## config.mk

```make
export PLATFORM = sky130hd
export DESIGN_NAME = ppm_addr_data_mux
export DESIGN_NICKNAME = d
export VERILOG_FILES = /design/src/logic/ppm_pkg.sv /design/src/logic/ppm_addr_data_mux.sv
export SDC_FILE = /design/constraint.sdc
export NUM_CORES = 1
export LEC_CHECK = 0
export BUFFER_PORTS_ARGS = -buffer_cell sky130_fd_sc_hd__buf_2
export CAP_MARGIN = 20
export CELL_PAD_IN_SITES_DETAIL_PLACEMENT = 0
export CELL_PAD_IN_SITES_GLOBAL_PLACEMENT = 1
export CORE_MARGIN = 10
export CORE_UTILIZATION = 41
export DETAILED_ROUTE_END_ITERATION = 12
export GPL_ROUTABILITY_DRIVEN = 1
export MAX_ROUTING_LAYER = met4
export PLACE_DENSITY = 0.83
export SLEW_MARGIN = 25
export SYNTH_ARGS = -nofsm -noshare
export SYNTH_HDL_FRONTEND = slang
export SYNTH_SLANG_ARGS = --single-unit
```

## constraint.sdc

```tcl
create_clock -name ref_clk -period 4.9 [get_ports ref_clk]
set_clock_uncertainty 0.1 [all_clocks]
set_input_delay 0.245 -clock ref_clk [delete_from_list [all_inputs] [get_ports ref_clk]]
set_output_delay 0.245 -clock ref_clk [all_outputs]
set_load 0.02 [all_outputs]
```

## src/logic/ppm_pkg.sv

```systemverilog
// Shared constants, states and carrier types of the parallel port mux
package ppm_pkg;
  // ==========================================================
  // Sizes
  localparam int ADDR_W = 23;
  localparam int DATA_W = 16;
  // ==========================================================
  // Multiplexing select codes
  localparam logic [1:0] MUX_DEMUX = 2'h0;
  localparam logic [1:0] MUX_ONE   = 2'h1;
  localparam logic [1:0] MUX_TWO   = 2'h2;
  localparam logic [1:0] MUX_THREE = 2'h3;
  // Port width codes
  localparam logic [1:0] WID_8  = 2'h0;
  localparam logic [1:0] WID_4  = 2'h1;
  localparam logic [1:0] WID_16 = 2'h2;
  // Port mode codes
  localparam logic [1:0] MODE_LEGACY = 2'h0;
  localparam logic [1:0] MODE_BUF    = 2'h1;
  localparam logic [1:0] MODE_ENH    = 2'h2;
  localparam logic [1:0] MODE_MASTER = 2'h3;
  // Address bits reachable: 1K, 16K, 64K, 2 Mbytes
  localparam logic [4:0] SPAN_1K  = 5'h0A;
  localparam logic [4:0] SPAN_16K = 5'h0E;
  localparam logic [4:0] SPAN_64K = 5'h10;
  localparam logic [4:0] SPAN_2M  = 5'h15;
  // ==========================================================
  // Types
  typedef enum logic [2:0] {
    ST_IDLE  = 3'h0,
    ST_LOW   = 3'h1,
    ST_HIGH  = 3'h2,
    ST_UPPER = 3'h3,
    ST_DATA  = 3'h4
  } ppm_state_t;

  typedef struct packed {
    logic [1:0] port_width_sel;
    logic [1:0] addr_mux_sel;
    logic [1:0] port_mode;
    logic       latch_polarity_bit;
    logic       cs1_on_addr14;
    logic [1:0] strobe_mode_bit;   // [0] chip select 1, [1] chip select 2
  } ppm_cfg_t;

  typedef struct packed {
    logic [ADDR_W-1:0] ext_addr_lines;
    logic [ADDR_W-1:0] ext_addr_oe;
    logic [DATA_W-1:0] ext_data_lines;  // [15:8] is the upper data bus
    logic [DATA_W-1:0] ext_data_oe;
    logic              chip_sel_one;
    logic              chip_sel_two;
    logic              write_strobe_pin;  // also the enable strobe
    logic              write_strobe_oe;
    logic              read_strobe_pin;   // also read/write direction
    logic              read_strobe_oe;
    logic              high_byte_indicator;
    logic              low_lane_indicator;
  } ppm_pins_t;
endpackage

```

## src/logic/ppm_addr_data_mux.sv

```systemverilog
// Address/data pin multiplexer of the parallel bus port, master and slave
// Operation
// - Outgoing buffers a and b feed the port only in slave operation.
// - In slave operation host writes land in incoming buffers a or b.
// - Master reads return their data into incoming buffer a.
// - 8-bit demux drives address 9:0 on address lines, data on eight.
// - 4-bit port: data on lines 3:0, address in nibbles per phase.
// - Address is clipped to 1K, 16K, 64K or 2 Mbytes by width and mux.
// - 4-bit one-phase puts address 7:0 on data lines 7:0 first.
// - Address lines 0, 1, 2 double as low, high, upper latch strobes.
// - Address line 14 may carry chip select one instead.
// - High byte and low lane indicators mark the data phase lanes.
// - Strobe pins act as read/write or enable/direction per mode.
// - 16-bit data high bits use address lines or the upper data bus.
// - Mux select picks separate pins or one, two, three phases.
// - Port mode picks master, enhanced, buffered or legacy slave.
// - Each chip select finishes on its own acknowledge input.
// - Polarity bit makes latch strobes active high, else active low.
`timescale 1ns/1ps
module ppm_addr_data_mux
  import ppm_pkg::*;
(
  input  wire logic              ref_clk,
  input  wire logic              nrst,
  input  wire ppm_cfg_t          cfg,
  input  wire logic              req_valid,
  input  wire logic              req_write,
  input  wire logic              req_cs2,
  input  wire logic [ADDR_W-1:0] req_addr,
  input  wire logic [DATA_W-1:0] req_data,
  input  wire logic              sw_out_wr,
  input  wire logic              sw_out_sel,
  input  wire logic [7:0]        sw_out_data,
  input  wire logic [14:0]       ext_addr_lines_i,
  input  wire logic [DATA_W-1:0] ext_data_lines_i,
  input  wire logic              write_strobe_i,
  input  wire logic              read_strobe_i,
  input  wire logic              slave_cs_i,
  input  wire logic              ack_in_one,
  input  wire logic              ack_in_two,
  output ppm_pins_t              pins_q,
  output logic                   busy_q,
  output logic                   done_q,
  output logic [DATA_W-1:0]      in_buf_a_q,
  output logic [DATA_W-1:0]      in_buf_b_q
);
  // ==========================================================
  // Helpers
  function automatic logic [4:0] span_bits(ppm_cfg_t c);
    if (c.port_width_sel == WID_4)
      return (c.addr_mux_sel == MUX_THREE) ? SPAN_16K : SPAN_1K;
    unique case (c.addr_mux_sel)
      MUX_TWO:   return SPAN_64K;
      MUX_THREE: return SPAN_2M;
      default:   return SPAN_1K;
    endcase
  endfunction

  // Address portion shown on the data lines in phase idx
  function automatic logic [7:0] phase_addr(ppm_cfg_t c,
                                            logic [ADDR_W-1:0] a,
                                            logic [1:0] idx);
    if (c.port_width_sel == WID_4) begin
      if (c.addr_mux_sel == MUX_ONE)
        return a[7:0];
      unique case (idx)
        2'h0:    return {4'h0, a[3:0]};
        2'h1:    return {4'h0, a[7:4]};
        default: return {4'h0, a[11:8]};
      endcase
    end
    unique case (idx)
      2'h0:    return a[7:0];
      2'h1:    return a[15:8];
      default: return {1'b0, a[22:16]};
    endcase
  endfunction

  // ==========================================================
  // Decode
  ppm_state_t        state_q;
  logic [ADDR_W-1:0] addr_q;
  logic [DATA_W-1:0] data_q;
  logic              write_q;
  logic              cs2_q;
  logic [7:0]        out_a_q;
  logic [7:0]        out_b_q;
  logic              wr_prev_q;
  logic              rd_prev_q;
  logic              wptr_q;
  logic              rptr_q;
  logic [ADDR_W-1:0] span_mask;
  logic              is_master;
  logic              is_w4;
  logic              is_w16;
  logic              lat;
  logic              take;
  logic              ack_sel;
  logic              data_end;
  logic              host_wr;
  logic              host_rd;
  logic              host_rd_end;
  logic              wsel;
  logic              rsel;
  logic [DATA_W-1:0] rd_word;
  logic [7:0]        aoe;
  ppm_pins_t         pins_d;

  assign is_master = (cfg.port_mode == MODE_MASTER);
  assign is_w4     = (cfg.port_width_sel == WID_4);
  assign is_w16    = (cfg.port_width_sel == WID_16);
  assign lat       = cfg.latch_polarity_bit;
  assign take      = req_valid && is_master && state_q == ST_IDLE;
  assign ack_sel   = cs2_q ? ack_in_two : ack_in_one;
  assign data_end  = state_q == ST_DATA && ack_sel;
  assign host_wr   = !is_master && slave_cs_i && write_strobe_i && !wr_prev_q;
  assign host_rd   = !is_master && slave_cs_i && read_strobe_i;
  assign host_rd_end = !is_master && slave_cs_i && !read_strobe_i && rd_prev_q;
  assign aoe       = (is_w4 && cfg.addr_mux_sel != MUX_ONE) ? 8'h0F : 8'hFF;

  // Span clip: wider address bits never reach the pins
  always_comb begin
    span_mask = '0;
    for (int i = 0; i < ADDR_W; i++)
      span_mask[i] = (5'(i) < span_bits(cfg));
  end

  // Enhanced slave picks by address 0; buffered slave alternates
  always_comb begin
    unique case (cfg.port_mode)
      MODE_ENH: begin
        wsel = ext_addr_lines_i[0];
        rsel = ext_addr_lines_i[0];
      end
      MODE_BUF: begin
        wsel = wptr_q;
        rsel = rptr_q;
      end
      default: begin
        wsel = 1'b0;
        rsel = 1'b0;
      end
    endcase
  end

  // Read data gathered from whichever lines carry it
  always_comb begin
    if (is_w4)
      rd_word = {12'h000, ext_data_lines_i[3:0]};
    else if (!is_w16)
      rd_word = {8'h00, ext_data_lines_i[7:0]};
    else if (cfg.addr_mux_sel != MUX_DEMUX)
      rd_word = {1'b0, ext_addr_lines_i[14:8], ext_data_lines_i[7:0]};
    else
      rd_word = ext_data_lines_i;
  end

  // ==========================================================
  // Master sequencer: low, high, upper phases then data until ack
  always_ff @(posedge ref_clk or negedge nrst) begin
    if (!nrst) begin
      state_q <= ST_IDLE;
    end else begin
      unique case (state_q)
        ST_IDLE:
          if (take)
            state_q <= (cfg.addr_mux_sel == MUX_DEMUX) ? ST_DATA
                                                       : ST_LOW;
        ST_LOW:
          state_q <= (cfg.addr_mux_sel[1]) ? ST_HIGH : ST_DATA;
        ST_HIGH:
          state_q <= (cfg.addr_mux_sel == MUX_THREE) ? ST_UPPER : ST_DATA;
        ST_UPPER:
          state_q <= ST_DATA;
        ST_DATA:
          if (ack_sel)
            state_q <= ST_IDLE;
        default:
          state_q <= ST_IDLE;
      endcase
    end
  end

  // Request capture; address clipped at entry
  always_ff @(posedge ref_clk or negedge nrst) begin
    if (!nrst) begin
      addr_q  <= '0;
      data_q  <= '0;
      write_q <= 1'b0;
      cs2_q   <= 1'b0;
    end else if (take) begin
      addr_q  <= req_addr & span_mask;
      data_q  <= req_data;
      write_q <= req_write;
      cs2_q   <= req_cs2;
    end
  end

  // ==========================================================
  // Buffers: slave in and out, master read holding
  always_ff @(posedge ref_clk or negedge nrst) begin
    if (!nrst) begin
      in_buf_a_q <= '0;
      in_buf_b_q <= '0;
    end else if (data_end && !write_q) begin
      in_buf_a_q <= rd_word;
    end else if (host_wr && !wsel) begin
      in_buf_a_q <= {8'h00, ext_data_lines_i[7:0]};
    end else if (host_wr) begin
      in_buf_b_q <= {8'h00, ext_data_lines_i[7:0]};
    end
  end

  // Software fills the outgoing pair
  always_ff @(posedge ref_clk or negedge nrst) begin
    if (!nrst) begin
      out_a_q <= 8'h00;
      out_b_q <= 8'h00;
    end else if (sw_out_wr && !sw_out_sel) begin
      out_a_q <= sw_out_data;
    end else if (sw_out_wr) begin
      out_b_q <= sw_out_data;
    end
  end

  // Strobe history and buffered-slave pointers
  always_ff @(posedge ref_clk or negedge nrst) begin
    if (!nrst) begin
      wr_prev_q <= 1'b0;
      rd_prev_q <= 1'b0;
      wptr_q    <= 1'b0;
      rptr_q    <= 1'b0;
    end else begin
      wr_prev_q <= write_strobe_i;
      rd_prev_q <= read_strobe_i;
      if (host_wr && cfg.port_mode == MODE_BUF)
        wptr_q <= !wptr_q;
      if (host_rd_end && cfg.port_mode == MODE_BUF)
        rptr_q <= !rptr_q;
    end
  end

  // ==========================================================
  // Pin image, registered below so every pin leaves a flop
  always_comb begin
    pins_d = '0;
    if (is_master) begin
      pins_d.ext_addr_lines = addr_q;
      pins_d.ext_addr_oe    = '1;
      // Idle latch strobes sit at their inactive level
      if (cfg.addr_mux_sel != MUX_DEMUX)
        pins_d.ext_addr_lines[0] = !lat;
      if (cfg.addr_mux_sel[1])
        pins_d.ext_addr_lines[1] = !lat;
      if (cfg.addr_mux_sel == MUX_THREE)
        pins_d.ext_addr_lines[2] = !lat;
      pins_d.chip_sel_one    = state_q != ST_IDLE && !cs2_q;
      pins_d.chip_sel_two    = state_q != ST_IDLE && cs2_q;
      pins_d.write_strobe_oe = 1'b1;
      pins_d.read_strobe_oe  = 1'b1;
      unique case (state_q)
        ST_LOW: begin
          pins_d.ext_addr_lines[0]   = lat;
          pins_d.ext_data_lines[7:0] = phase_addr(cfg, addr_q, 2'h0);
          pins_d.ext_data_oe[7:0]    = aoe;
        end
        ST_HIGH: begin
          pins_d.ext_addr_lines[1]   = lat;
          pins_d.ext_data_lines[7:0] = phase_addr(cfg, addr_q, 2'h1);
          pins_d.ext_data_oe[7:0]    = aoe;
        end
        ST_UPPER: begin
          pins_d.ext_addr_lines[2]   = lat;
          pins_d.ext_data_lines[7:0] = phase_addr(cfg, addr_q, 2'h2);
          pins_d.ext_data_oe[7:0]    = aoe;
        end
        ST_DATA: begin
          pins_d.low_lane_indicator  = 1'b1;
          pins_d.high_byte_indicator = is_w16;
          // Enable/direction pair, or separate write and read strobes
          pins_d.write_strobe_pin = cfg.strobe_mode_bit[cs2_q] || write_q;
          pins_d.read_strobe_pin  = !write_q;
          if (write_q) begin
            pins_d.ext_data_lines = data_q;
            pins_d.ext_data_oe    = is_w4 ? 16'h000F :
                                    (is_w16 && cfg.addr_mux_sel ==
                                     MUX_DEMUX) ? 16'hFFFF : 16'h00FF;
          end
          if (is_w16 && cfg.addr_mux_sel != MUX_DEMUX) begin
            pins_d.ext_addr_lines[14:8] = data_q[14:8];
            pins_d.ext_addr_oe[14:8]    = {7{write_q}};
          end
        end
        default: ;
      endcase
      // Chip select one overrides bit 14, data included
      if (cfg.cs1_on_addr14) begin
        pins_d.ext_addr_lines[14] = pins_d.chip_sel_one;
        pins_d.ext_addr_oe[14]    = 1'b1;
      end
    end else begin
      pins_d.ext_data_lines[7:0] = rsel ? out_b_q : out_a_q;
      pins_d.ext_data_oe[7:0]    = {8{host_rd}};
    end
  end

  // Output flops; pins lag the sequencer state by one cycle
  always_ff @(posedge ref_clk or negedge nrst) begin
    if (!nrst) begin
      pins_q <= '0;
      busy_q <= 1'b0;
      done_q <= 1'b0;
    end else begin
      pins_q <= pins_d;
      busy_q <= take || (state_q != ST_IDLE && !data_end);
      done_q <= data_end;
    end
  end
endmodule // ppm_addr_data_mux

```

==> results.toml, run 1 <==
[status]
outcome = "finished, final reports clean"

[min_path]
min_path_type = "input port to register"
hold_path_startpoint = "req_addr[14]"

[placed_design]
dp_slack_ps = 2052
io_buffers = 202
gp_routability_congestion = 0.8258
place_hpwl_um = 13460

[setup_path]
critical_path.cell_chain = "nor2_1, nor2_1, o21ai_0, a21oi_1, or3_1"
timing.rr.start = "state_q[0]"
critical_path_arrival_ps = 2730
setup_crit_start_kind = "register"
critPathCaptureType = "register"
critical_path_buf_inv_count = 0
path_delay_family = "simple AND/OR/NAND/NOR gates"
crit_required_ps = 5090
critical_path.most_common_cell = "sky130_fd_sc_hd__nor2_1"
crit_type = "register to register"
critical_path.startpoint = "state_q[0]"
path_max_fanout = 16
slowest_delay_ps = 700
crit_path_top_delay_cell = "sky130_fd_sc_hd__o21ai_0"

[synthesis]
portion_of_the_post_synthesis_area_used_by_sequential_elements_pct = 56.35
yosysTopAreaCellShare_pct = 56.35
post_synth_inst_count = 590
synthTopCellsByCount = "sky130_fd_sc_hd__dfrtp_1, sky130_fd_sc_hd__nand2_1, sky130_fd_sc_hd__buf_4, sky130_fd_sc_hd__mux2_2, sky130_fd_sc_hd__mux2i_1"
yosysTopAreaCell = "sky130_fd_sc_hd__dfrtp_1"
synth_flop_cell = "sky130_fd_sc_hd__dfrtp_1"
library_cell_with_the_highest_instance_count_after_synthesis = "sky130_fd_sc_hd__dfrtp_1"
number_of_flops_mapped_to_enable_cells_by_yosys = 0
asr_flop_ratio_synth_pct = 100.0
synth.cell_area_um2 = 6261
synth.top_cells.by_area = "sky130_fd_sc_hd__dfrtp_1, sky130_fd_sc_hd__nand2_1, sky130_fd_sc_hd__mux2_2"
synth_cell_type_count = 53
ys.warnings.count = 0
ys_ff_latch = 141
syn_area_per_cell_um2 = 10.61

[die]
total_number_of_placement_rows = 45
dieHeight_um = 143.6
ios = 220
die_x_um = 143.6
core_region_area_um2 = 15090
initial_utilization_pct = 41.49
die_area_um2 = 20610

[grt]
number_of_antenna_violations_at_the_first_check_in_global_routing = 1
grt.total_usage_pct = 18.87
grt_start_max_net_pins = 102
global_route_wire_length_before_repair_um = 29330
grt_pass1_vias = 5289
globalRouteOverflowTotal = 0

[sta]
timing_hold_violations_final = 0
fin_setup_tns_ps = 0
max_freq_mhz = 394.3
report.final.slew_viol_count = 0
max-slew-margin-rel_pct = 37.02
final_min_period_over_clock_period_pct = 51.76
rsz_0062_raised_after_global_routing = "no"
timing.final.ws_setup_ps = 2364
timing.final.setup_violations = 0
finalWorstPathRequiredPeriod_ps = 2536
worst_slew_pin_slew_ps = 941.2

[power]
static-leakage-power_uw = 0.004374
power_uw = 3576
fraction_of_power_spent_switching_nets_pct = 29.11
peakVddDrop_mv = 0.2191
clock_network_fraction_of_total_power_pct = 39.2
power.density_cell_area_nw_per_um2 = 426.7
power.share.sequential_pct = 42.2
combPwrFrac_pct = 18.6
internal_power_uw = 2535
power_switching_uw = 1041

[detailed_routing]
detail_route.vias_per_cell = 5.020
wl_um = 18750
antenna_left = 0
wl_per_cell_um = 18.50
detailedRoute.firstPassIterationCount = 5
remaining_drc_errors = 0
route.vias.total = 5090
drt_first_iter_violations = 325

[cells_and_area]
nets = 915
area_growth_syn_to_layout_pct = 33.85
final_layout_size_suffix_gt1_share_pct = 32.97

[clock_tree]
cts_made_buffers = 17
clock_sink_count = 141
insertion_delay_ps = 420
worst_setup_hold_path_clk_slew_ps = 60
cts_tree = "built"
clock_path_buffers = 2
cts_root_buf = "sky130_fd_sc_hd__clkbuf_16"
cts_resized = 0
postCtsSetupBuffers = 0
cts-htree-levels = 4

[run]
max_cap_viol_count = 0
==> layout by cell type, fill, tap and decap left out, types with 2 or more instances in the layout <==
master / n
sky130_fd_sc_hd__nor2_1: 27
sky130_fd_sc_hd__a32o_1: 2
sky130_fd_sc_hd__o21ai_0: 26
sky130_fd_sc_hd__nand2_1: 123
sky130_fd_sc_hd__a22o_1: 4
sky130_fd_sc_hd__mux2_2: 29
sky130_fd_sc_hd__o22a_1: 2
sky130_fd_sc_hd__buf_2: 201
sky130_fd_sc_hd__clkinv_2: 3
sky130_fd_sc_hd__and3_1: 3
sky130_fd_sc_hd__and2_1: 24
sky130_fd_sc_hd__o22ai_1: 2
sky130_fd_sc_hd__dfrtp_1: 141
sky130_fd_sc_hd__bufinv_16: 5
sky130_fd_sc_hd__dlygate4sd3_1: 60
sky130_fd_sc_hd__ha_1: 3
sky130_fd_sc_hd__and3b_1: 2
sky130_fd_sc_hd__buf_4: 4
sky130_fd_sc_hd__nand3_1: 11
sky130_fd_sc_hd__clkinvlp_4: 5
sky130_fd_sc_hd__mux2i_1: 28
sky130_fd_sc_hd__nor3_1: 6
sky130_fd_sc_hd__a211oi_1: 6
sky130_fd_sc_hd__clkbuf_16: 17
sky130_fd_sc_hd__nand2b_1: 3
sky130_fd_sc_hd__inv_1: 6
sky130_fd_sc_hd__conb_1: 8
sky130_fd_sc_hd__a221oi_1: 3
sky130_fd_sc_hd__xnor2_1: 2
sky130_fd_sc_hd__nor2b_1: 18
sky130_fd_sc_hd__a21oi_1: 16
sky130_fd_sc_hd__nor3b_1: 2
sky130_fd_sc_hd__a22oi_1: 7
sky130_fd_sc_hd__nand4b_1: 2
==> worst reg2reg max path, cell delays in order, from the launching register on <==
cell and delay, ps:
sky130_fd_sc_hd__dfrtp_1 620, sky130_fd_sc_hd__nor2_1 410, sky130_fd_sc_hd__nor2_1 120, sky130_fd_sc_hd__o21ai_0 700
sky130_fd_sc_hd__a21oi_1 90, sky130_fd_sc_hd__or3_1 380
==> state kept, by name, summed over array words and instances (netlist names) <==
signal / flops
write_q: 1
out_b_q: 8
addr_q: 23
data_q: 16
rptr_q: 1
state_q: 3
wptr_q: 1
wr_prev_q: 1
busy_q: 1
in_buf_a_q: 16
cs2_q: 1
rd_prev_q: 1
done_q: 1
pins_q: 51
out_a_q: 8
in_buf_b_q: 8
==> logic make-up (layout without fill, tap and decap cells) <==
family          Yosys count  in the layout  share of synthesized area (%)
simple gates            231            231                          17.35
flops                   141            141                          56.35
compound gates           78             78                          7.974
buf+inv                  76            304                          7.514
mux                      58             58                          9.872
fa+ha+maj                 3              3                         0.5996
xor+xnor                  2              2                         0.2798
other cells               1              9                        0.05989
==> what timing repair did <==
| item | in CTS | in global routing |
|---|---|---|
| hold endpoints to repair | 176 | 0 |
| hold buffers | 60 | 0 |
| endpoints found under the setup margin | 0 | 0 |
==> cell type report <==
class,instances,area [um2]
antenna,1,2.502
timing repair buffer,266,1648
sequential,141,3528
clock inverter,15,220.2
multi-input combinational,380,2298
inverter,6,22.52
tap,188,235.2
clock buffer,17,425.4
fill,1336,6709
==> power by group through the flow <==
stage | Clock (uW) | Sequential (uW) | Combinational [uW]
4_1_cts | 1430 | 1510 | 676
3_3_place_gp | 0 | 1520 | 623
2_1_floorplan | 0 | 1570 | 326
6_report | 1400 | 1510 | 667
3_5_place_dp | 0 | 1530 | 635
5_1_grt | 1480 | 1530 | 737
==> metal layers <==
metal	routed length (um)	track usage, %	part of all wire, %	vias up
met4	342	6.233	1.8	0
li1	-	-	-	2391
met5	0	-	0	-
met1	7892	22.88	42	2470
met2	9070	30.04	48	198
met3	1448	5.083	7.7	31
==> worst paths after layout <==
check | end | cells past startpoint | slack [ps]
max | pins_q[26] | 5 | 2360
min | addr_q[14] | 3 | 20
max reg2reg | pins_q[26] | 5 | 2360
min reg2reg | data_q[15] | 2 | 370
max in group asynchronous | state_q[0] | 3 | 3190
min in group asynchronous | pins_q[5] | 2 | 400
==> metrics by stage <==
stage / cells / cell area, um2 / hold WS [ps] / utilization (%)
after floorplan: 597 / 6287 / -150.6 / -
after global placement: 921 / 7131 / 267.8 / 47.26
after detailed placement: 921 / 7131 / 269.8 / 47.26
after CTS: 1013 / 8377 / 4.325 / 55.51
after global routing: 1014 / 8381 / 25.38 / 55.54
final: 1014 / 8381 / 19.64 / 55.54
(Power assumes the default switching activity.)
==> run 2, diff against run 1 <==
Settings changed: ABC_AREA set to 1, CORE_UTILIZATION 41 to 33, PLACE_DENSITY 0.83 to 0.73.
Clock period 4.9 ns to 2.3 ns, I/O delays scaled along.
==> run 2 against run 1 <==
  * Sequential power is 130% higher
  * Register-to-register slack worse by 2100 ps
  * Sequential share of layout area is 2.1 points lower
  * Non-clock buffer count increased by 29
  * Clock power increased by 94%
  * Largest power group unchanged
==> results.toml, run 2 <==
[setup_path]
reg2reg_slack_ps = 230
crit_type = "input port to register"
path_delay_family = "buffers and inverters"
slowest_delay_ps = 580
critPathCaptureType = "register"
path_max_fanout = 8
critical_path_buf_inv_count = 4
crit_path_top_delay_cell = "sky130_fd_sc_hd__dlygate4sd3_1"
setup_crit_start_kind = "input port"
critical_path_arrival_ps = 2380
critical_path.cell_chain = "dlygate4sd3_1, buf_2, nor2_2, inv_1, nor2_2, a22oi_1, dlygate4sd3_1, o21ai_0"
crit_required_ps = 2530

[synthesis]
post_synth_mux_area_share_pct = 0
portion_of_the_post_synthesis_area_used_by_sequential_elements_pct = 55.25
ys.warnings.count = 0
synth-adder-area-share_pct = 0.5878
synth_simple_gate_area_share_pct = 21.45
post_synth_inst_count = 747
main_combinational_cell_family_by_area_after_synthesis = "simple AND/OR/NAND/NOR gates"
yosysTopAreaCellShare_pct = 55.25
synth.cell_area_um2 = 6386
synthTopCellsByCount = "sky130_fd_sc_hd__nand2_1, sky130_fd_sc_hd__dfrtp_1, sky130_fd_sc_hd__inv_1, sky130_fd_sc_hd__o21ai_0, sky130_fd_sc_hd__buf_4"
yosysTopAreaCell = "sky130_fd_sc_hd__dfrtp_1"
synth_flop_cell = "sky130_fd_sc_hd__dfrtp_1"
synth_compound_area_share_pct = 9.737
yosys.area_share.xor_xnor_pct = 0.2743
library_cell_with_the_highest_instance_count_after_synthesis = "sky130_fd_sc_hd__nand2_1"
asr_flop_ratio_synth_pct = 100.0
ys_ff_latch = 141
synth_cell_type_count = 36
number_of_flops_mapped_to_enable_cells_by_yosys = 0
synth.top_cells.by_area = "sky130_fd_sc_hd__dfrtp_1, sky130_fd_sc_hd__nand2_1, sky130_fd_sc_hd__buf_4"
syn_area_per_cell_um2 = 8.549

[cells_and_area]
regMostFlops = "pins_q"
final_common_cell = "sky130_fd_sc_hd__nand2_1"
area.sequential_um2 = 3528
reg.largest.list = "pins_q (51), addr_q (23)"
area_growth_syn_to_layout_pct = 37.97
final_layout_size_suffix_gt1_share_pct = 26.23
largest_register_ffs = 51
finalNonFillerCells = 1275
core_occupancy_in_the_finished_layout_pct = 46.64
multi_input_gate_area_in_the_final_layout_um2 = 2077
layout_common_cells = "sky130_fd_sc_hd__nand2_1, sky130_fd_sc_hd__buf_2, sky130_fd_sc_hd__dfrtp_1"
nets = 1104
final.fill_count = 1891

[placed_design]
io_buffers = 202
place.detailed.instances = 1159
gp_routability_congestion = 0.8570
place_hpwl_um = 14840

[detailed_routing]
route.vias.total = 5592
detail_route.vias_per_cell = 4.386
drt_first_iter_violations = 348
remaining_drc_errors = 0
detailedRoute.firstPassIterationCount = 4
antenna_left = 0
wl_per_cell_um = 15.71
wl_um = 20030

[clock_tree]
clock_path_buffers = 2
clock_sink_count = 141
cts-htree-levels = 4
cts_resized = 0
worst_setup_hold_path_clk_slew_ps = 60
insertion_delay_ps = 410
cts_made_buffers = 17
cts_tree = "built"
cts_root_buf = "sky130_fd_sc_hd__clkbuf_16"

[sta]
max_freq_mhz = 466.9
max-slew-margin-rel_pct = 63.05
final_min_period_over_clock_period_pct = 93.13
timing_hold_violations_final = 0
finalWorstPathRequiredPeriod_ps = 2142
fin_setup_tns_ps = 0
report.final.slew_viol_count = 0
timing.final.setup_violations = 0
worst_slew_pin_slew_ps = 553.5
rsz_0062_raised_after_global_routing = "no"

[grt]
grt.total_usage_pct = 16.04
grt_start_max_net_pins = 75
grt_pass1_vias = 5751
global_route_wire_length_before_repair_um = 31650
grt.met3_usage_pct = 4.622
gr-max-usage-layer = "met2"
global_route.usage.met1_pct = 19.92
globalRouteOverflowTotal = 0
grtUsageMet2_pct = 25.42
number_of_antenna_violations_at_the_first_check_in_global_routing = 1

[run]
max_cap_viol_count = 0

[min_path]
min_path_type = "input port to register"

[die]
die_area_um2 = 25320
initial_utilization_pct = 33.80
core_region_area_um2 = 18890
total_number_of_placement_rows = 50
ios = 220
dieHeight_um = 159.1
die_x_um = 159.1

[power]
static-leakage-power_uw = 0.004868
peakVddDrop_mv = 0.5443
power.density_cell_area_nw_per_um2 = 976.6

[status]
outcome = "finished, final reports clean"
==> run 2: final cells by class <==
class,instances,area share (%)
diodes,1,0.02840
clock buffers,22,5.382
clock inverters,10,1.278
inverters,92,3.948
multi-input cells,454,23.57
flip-flops and latches,141,40.05
well taps,260,3.692
repair buffers,295,22.05
==> run 2: worst paths after layout <==
| path | startpoint | end | depth (start not counted) |
|---|---|---|---|
| min in group asynchronous | nrst | pins_q[53] | 2 |
| hold reg to reg | wptr_q | wptr_q | 1 |
| max in group asynchronous | nrst | out_b_q[4] | 3 |
| setup / recovery | cfg[6] | in_buf_a_q[8] | 8 |
| setup reg to reg | state_q[0] | addr_q[14] | 7 |
| hold / removal | cfg[0] | pins_q[5] | 5 |
==> run 2: cells by family (layout without fill, tap and decap cells) <==
group | count (synthesis) | after routing
and+or+nand+nor | 328 | 328
buffers and inverters | 159 | 419
DFF | 141 | 141
AOI/OAI and AO/OA | 113 | 113
adders and majority gates | 3 | 3
other | 1 | 9
xor gates and xnor gates | 2 | 2
==> run 2: tightest hold or removal path: cells and delay by family <==
kind	cells	cell delay (ps)
compound gates	2	180
buf+inv	2	160
simple gates	1	50
==> run 2: stage by stage <==
stage | hold slack [ps] | worst slack, ps | cell area (um2) | total power [uW]
3_3_place_gp | -46.49 | 450.3 | 7396 | 5809
2_1_floorplan | -280.6 | 783.7 | 6412 | 5005
5_1_grt | 22.18 | 54.94 | 8811 | 9160
3_5_place_dp | -47.18 | 412.5 | 7396 | 5853
4_1_cts | 13.89 | 107.3 | 8793 | 8717
6_report | 32.23 | 158.1 | 8811 | 8605
==> run 2: metal layers <==
metal / wire length, um / share of wire (%)
met4: 193 / 0.96
met5: 0 / 0
met1: 8962 / 45
met3: 1308 / 6.5
met2: 9562 / 48
==> run 2: power by group <==
| part | internal [uW] | total (uW) | leakage [uW] | switching [uW] |
|---|---|---|---|---|
| clock | 1680 | 2710 | 0.000286 | 1030 |
| combinational | 826 | 2360 | 0.00275 | 1530 |
| sequential | 3100 | 3540 | 0.00183 | 435 |
| total | 5610 | 8600 | 0.00487 | 3000 |
==> run 2: timing repair <==
item | in CTS | in global routing
buffers inserted | 0 | 2
setup endpoints to repair | 0 | 1
hold endpoints to repair | 231 | 0
hold buffers | 81 | 0
==> run 3, diff against run 2 <==
Settings changed: CORE_MARGIN 10 to 2, CORE_UTILIZATION 33 to 26, PLACE_DENSITY 0.73 to 0.6.
==> run 3 against run 2 <==
  * Worst hold slack better by 5.9 ps
  * Sequential share of layout area shrank 0.45 points
  * Total power is 2.2% higher
  * Clock power is 6% higher
  * Non-clock buffer count did not move
  * Combinational power hardly changed
  * Cell count increased by 4.8%
  * Critical path type is now register to register
==> results.toml, run 3 (same netlist as run 2, synthesis figures left out) <==
[status]
outcome = "finished, final reports clean"

[setup_path]
worst_r2r_path_depth = 7
path_delay_family = "buffers and inverters"
critical_path_cell_count = 7
path_max_fanout = 38
slowest_delay_ps = 580
crit_type = "register to register"
critical_path.cell_chain = "nor2_4, nand2_1, nor2_4, buf_12, nand4_1, dlygate4sd3_1, o21ai_0"
critical_path_buf_inv_count = 2
reg2reg_slack_ps = 160
critical_path.startpoint = "state_q[0]"
critPathCaptureType = "register"
crit_path_top_delay_cell = "sky130_fd_sc_hd__dlygate4sd3_1"
critical_path.most_common_cell = "sky130_fd_sc_hd__nor2_4"
timing.critical_path.to = "addr_q[14]"
r2r-end = "addr_q[14]"
timing.rr.start = "state_q[0]"
crit_required_ps = 2530
setup_crit_start_kind = "register"
critical_path_arrival_ps = 2380

[min_path]
hold_path_startpoint = "ack_in_one"
min_path_type = "input port to register"

[sta]
max_freq_mhz = 466.5
max-slew-margin-rel_pct = 58.71
worst_slew_pin_slew_ps = 619.3
report.final.slew_viol_count = 0
timing_hold_violations_final = 0
fin_setup_tns_ps = 0
timing.final.setup_violations = 0
finalWorstPathRequiredPeriod_ps = 2144
final_min_period_over_clock_period_pct = 93.20
rsz_0062_raised_after_global_routing = "no"
timing.final.ws_setup_ps = 156.3

[power]
internal_power_uw = 5736
static-leakage-power_uw = 0.004871
power.density_cell_area_nw_per_um2 = 986.9
fraction_of_power_spent_switching_nets_pct = 34.78
power.share.sequential_pct = 40.2
power_switching_uw = 3058
clock_network_fraction_of_total_power_pct = 32.7
peakVddDrop_mv = 0.3968
combPwrFrac_pct = 27.1
power_uw = 8794

[die]
die_area_um2 = 25830
ios = 220
total_number_of_placement_rows = 57
initial_utilization_pct = 26.34
die_x_um = 160.7
core_region_area_um2 = 24250
dieHeight_um = 160.7

[clock_tree]
worst_setup_hold_path_clk_slew_ps = 60
insertion_delay_ps = 410
cts_resized = 0
cts-htree-levels = 4
clock_sink_count = 141
cts_tree = "built"
cts_made_buffers = 17
clock_path_buffers = 2
cts_root_buf = "sky130_fd_sc_hd__clkbuf_16"

[cells_and_area]
area_growth_syn_to_layout_pct = 39.54
reg.largest.list = "pins_q (51), addr_q (23)"
regMostFlops = "pins_q"
nets = 1104
final.fill_count = 2567
final_common_cell = "sky130_fd_sc_hd__nand2_1"
largest_register_ffs = 51
diodes_inserted = 0
final_layout_size_suffix_gt1_share_pct = 26.09
layout_common_cells = "sky130_fd_sc_hd__nand2_1, sky130_fd_sc_hd__buf_2, sky130_fd_sc_hd__dfrtp_1"

[detailed_routing]
detail_route.vias_per_cell = 4.236
wl_um = 19920
remaining_drc_errors = 0
route.vias.total = 5659
detailedRoute.firstPassIterationCount = 5
antenna_left = 0
wl_per_cell_um = 14.91
drt_first_iter_violations = 227

[placed_design]
dp_slack_ps = 314.8
gp_routability_congestion = 0.8237
place_hpwl_um = 14360
io_buffers = 202

[grt]
grt.total_usage_pct = 16.02
grt_start_max_net_pins = 62
global_route_wire_length_before_repair_um = 30760
number_of_antenna_violations_at_the_first_check_in_global_routing = 0
globalRouteOverflowTotal = 0
grt_pass1_vias = 5600

[run]
max_cap_viol_count = 0
-- run 3: changes by cell type in the layout (fill, tap and decap cells not counted) --
cell                            previous run  this run
sky130_fd_sc_hd__buf_4                    10         9
sky130_fd_sc_hd__bufinv_16                 2         3
sky130_fd_sc_hd__clkbuf_1                  2         1
sky130_fd_sc_hd__clkinv_2                  4         1
sky130_fd_sc_hd__clkinv_4                  1         2
sky130_fd_sc_hd__diode_2                   1         0
sky130_fd_sc_hd__dlygate4sd3_1            81        82
-- run 3: timing repair --
action,in CTS,in global routing
buffers inserted,0,0
hold buffers,82,0
endpoints found under the hold margin,147,0
-- run 3: worst reg2reg max path: cells and delay by family, from the launching register on --
kind            cells  cell delay, ps
compound gates      1              70
buf+inv             2             820
flops               1             460
simple gates        4             620
-- run 3: power groups by stage --
stage / sequential [uW] / combinational, uW / clock [uW]
after floorplan: 3750 / 1250 / 0
after global placement: 3590 / 2280 / 0
after detailed placement: 3580 / 2310 / 0
after CTS: 3540 / 2430 / 2960
after global routing: 3620 / 2690 / 3050
final: 3540 / 2380 / 2880
-- run 3: metrics by stage --
step                      instance area [um2]  utilization, %  instances  hold slack (ps)
after floorplan                          6412               -        754           -280.6
after global placement                   7483           30.86       1224            61.17
after detailed placement                 7483           30.86       1224            53.57
after CTS                                8911           36.75       1336            15.40
after global routing                     8911           36.75       1336            57.65
final                                    8911           36.75       1336            38.11
-- run 3: worst min path at each step --
stage                               end  cells after the start  slack (ps)
after global placement    in_buf_b_q[2]                      1          60
after detailed placement  in_buf_b_q[2]                      1          50
after CTS                        done_q                      5          20
after floorplan               addr_q[0]                      0        -280
after global routing         state_q[1]                      3          60
final                            done_q                      5          40
-- run 3: cell type report --
class                      count  area (um2)  share of cell area [%]
clock buffer                  21       470.5                   5.279
clock inverter                 9       136.4                   1.530
inverter                      92       347.8                   3.903
multi-input combinational    454        2077                   23.31
sequential                   141        3528                   39.60
tap                          324       405.4                   4.549
timing repair buffer         295        1946                   21.83
-- run 3: per-layer routing --
layer | global-route usage, % | wire, um
met1 | 20.63 | 9254
met2 | 25.96 | 9502
met3 | 3.280 | 900
met4 | 3.977 | 259
met5 | - | 0
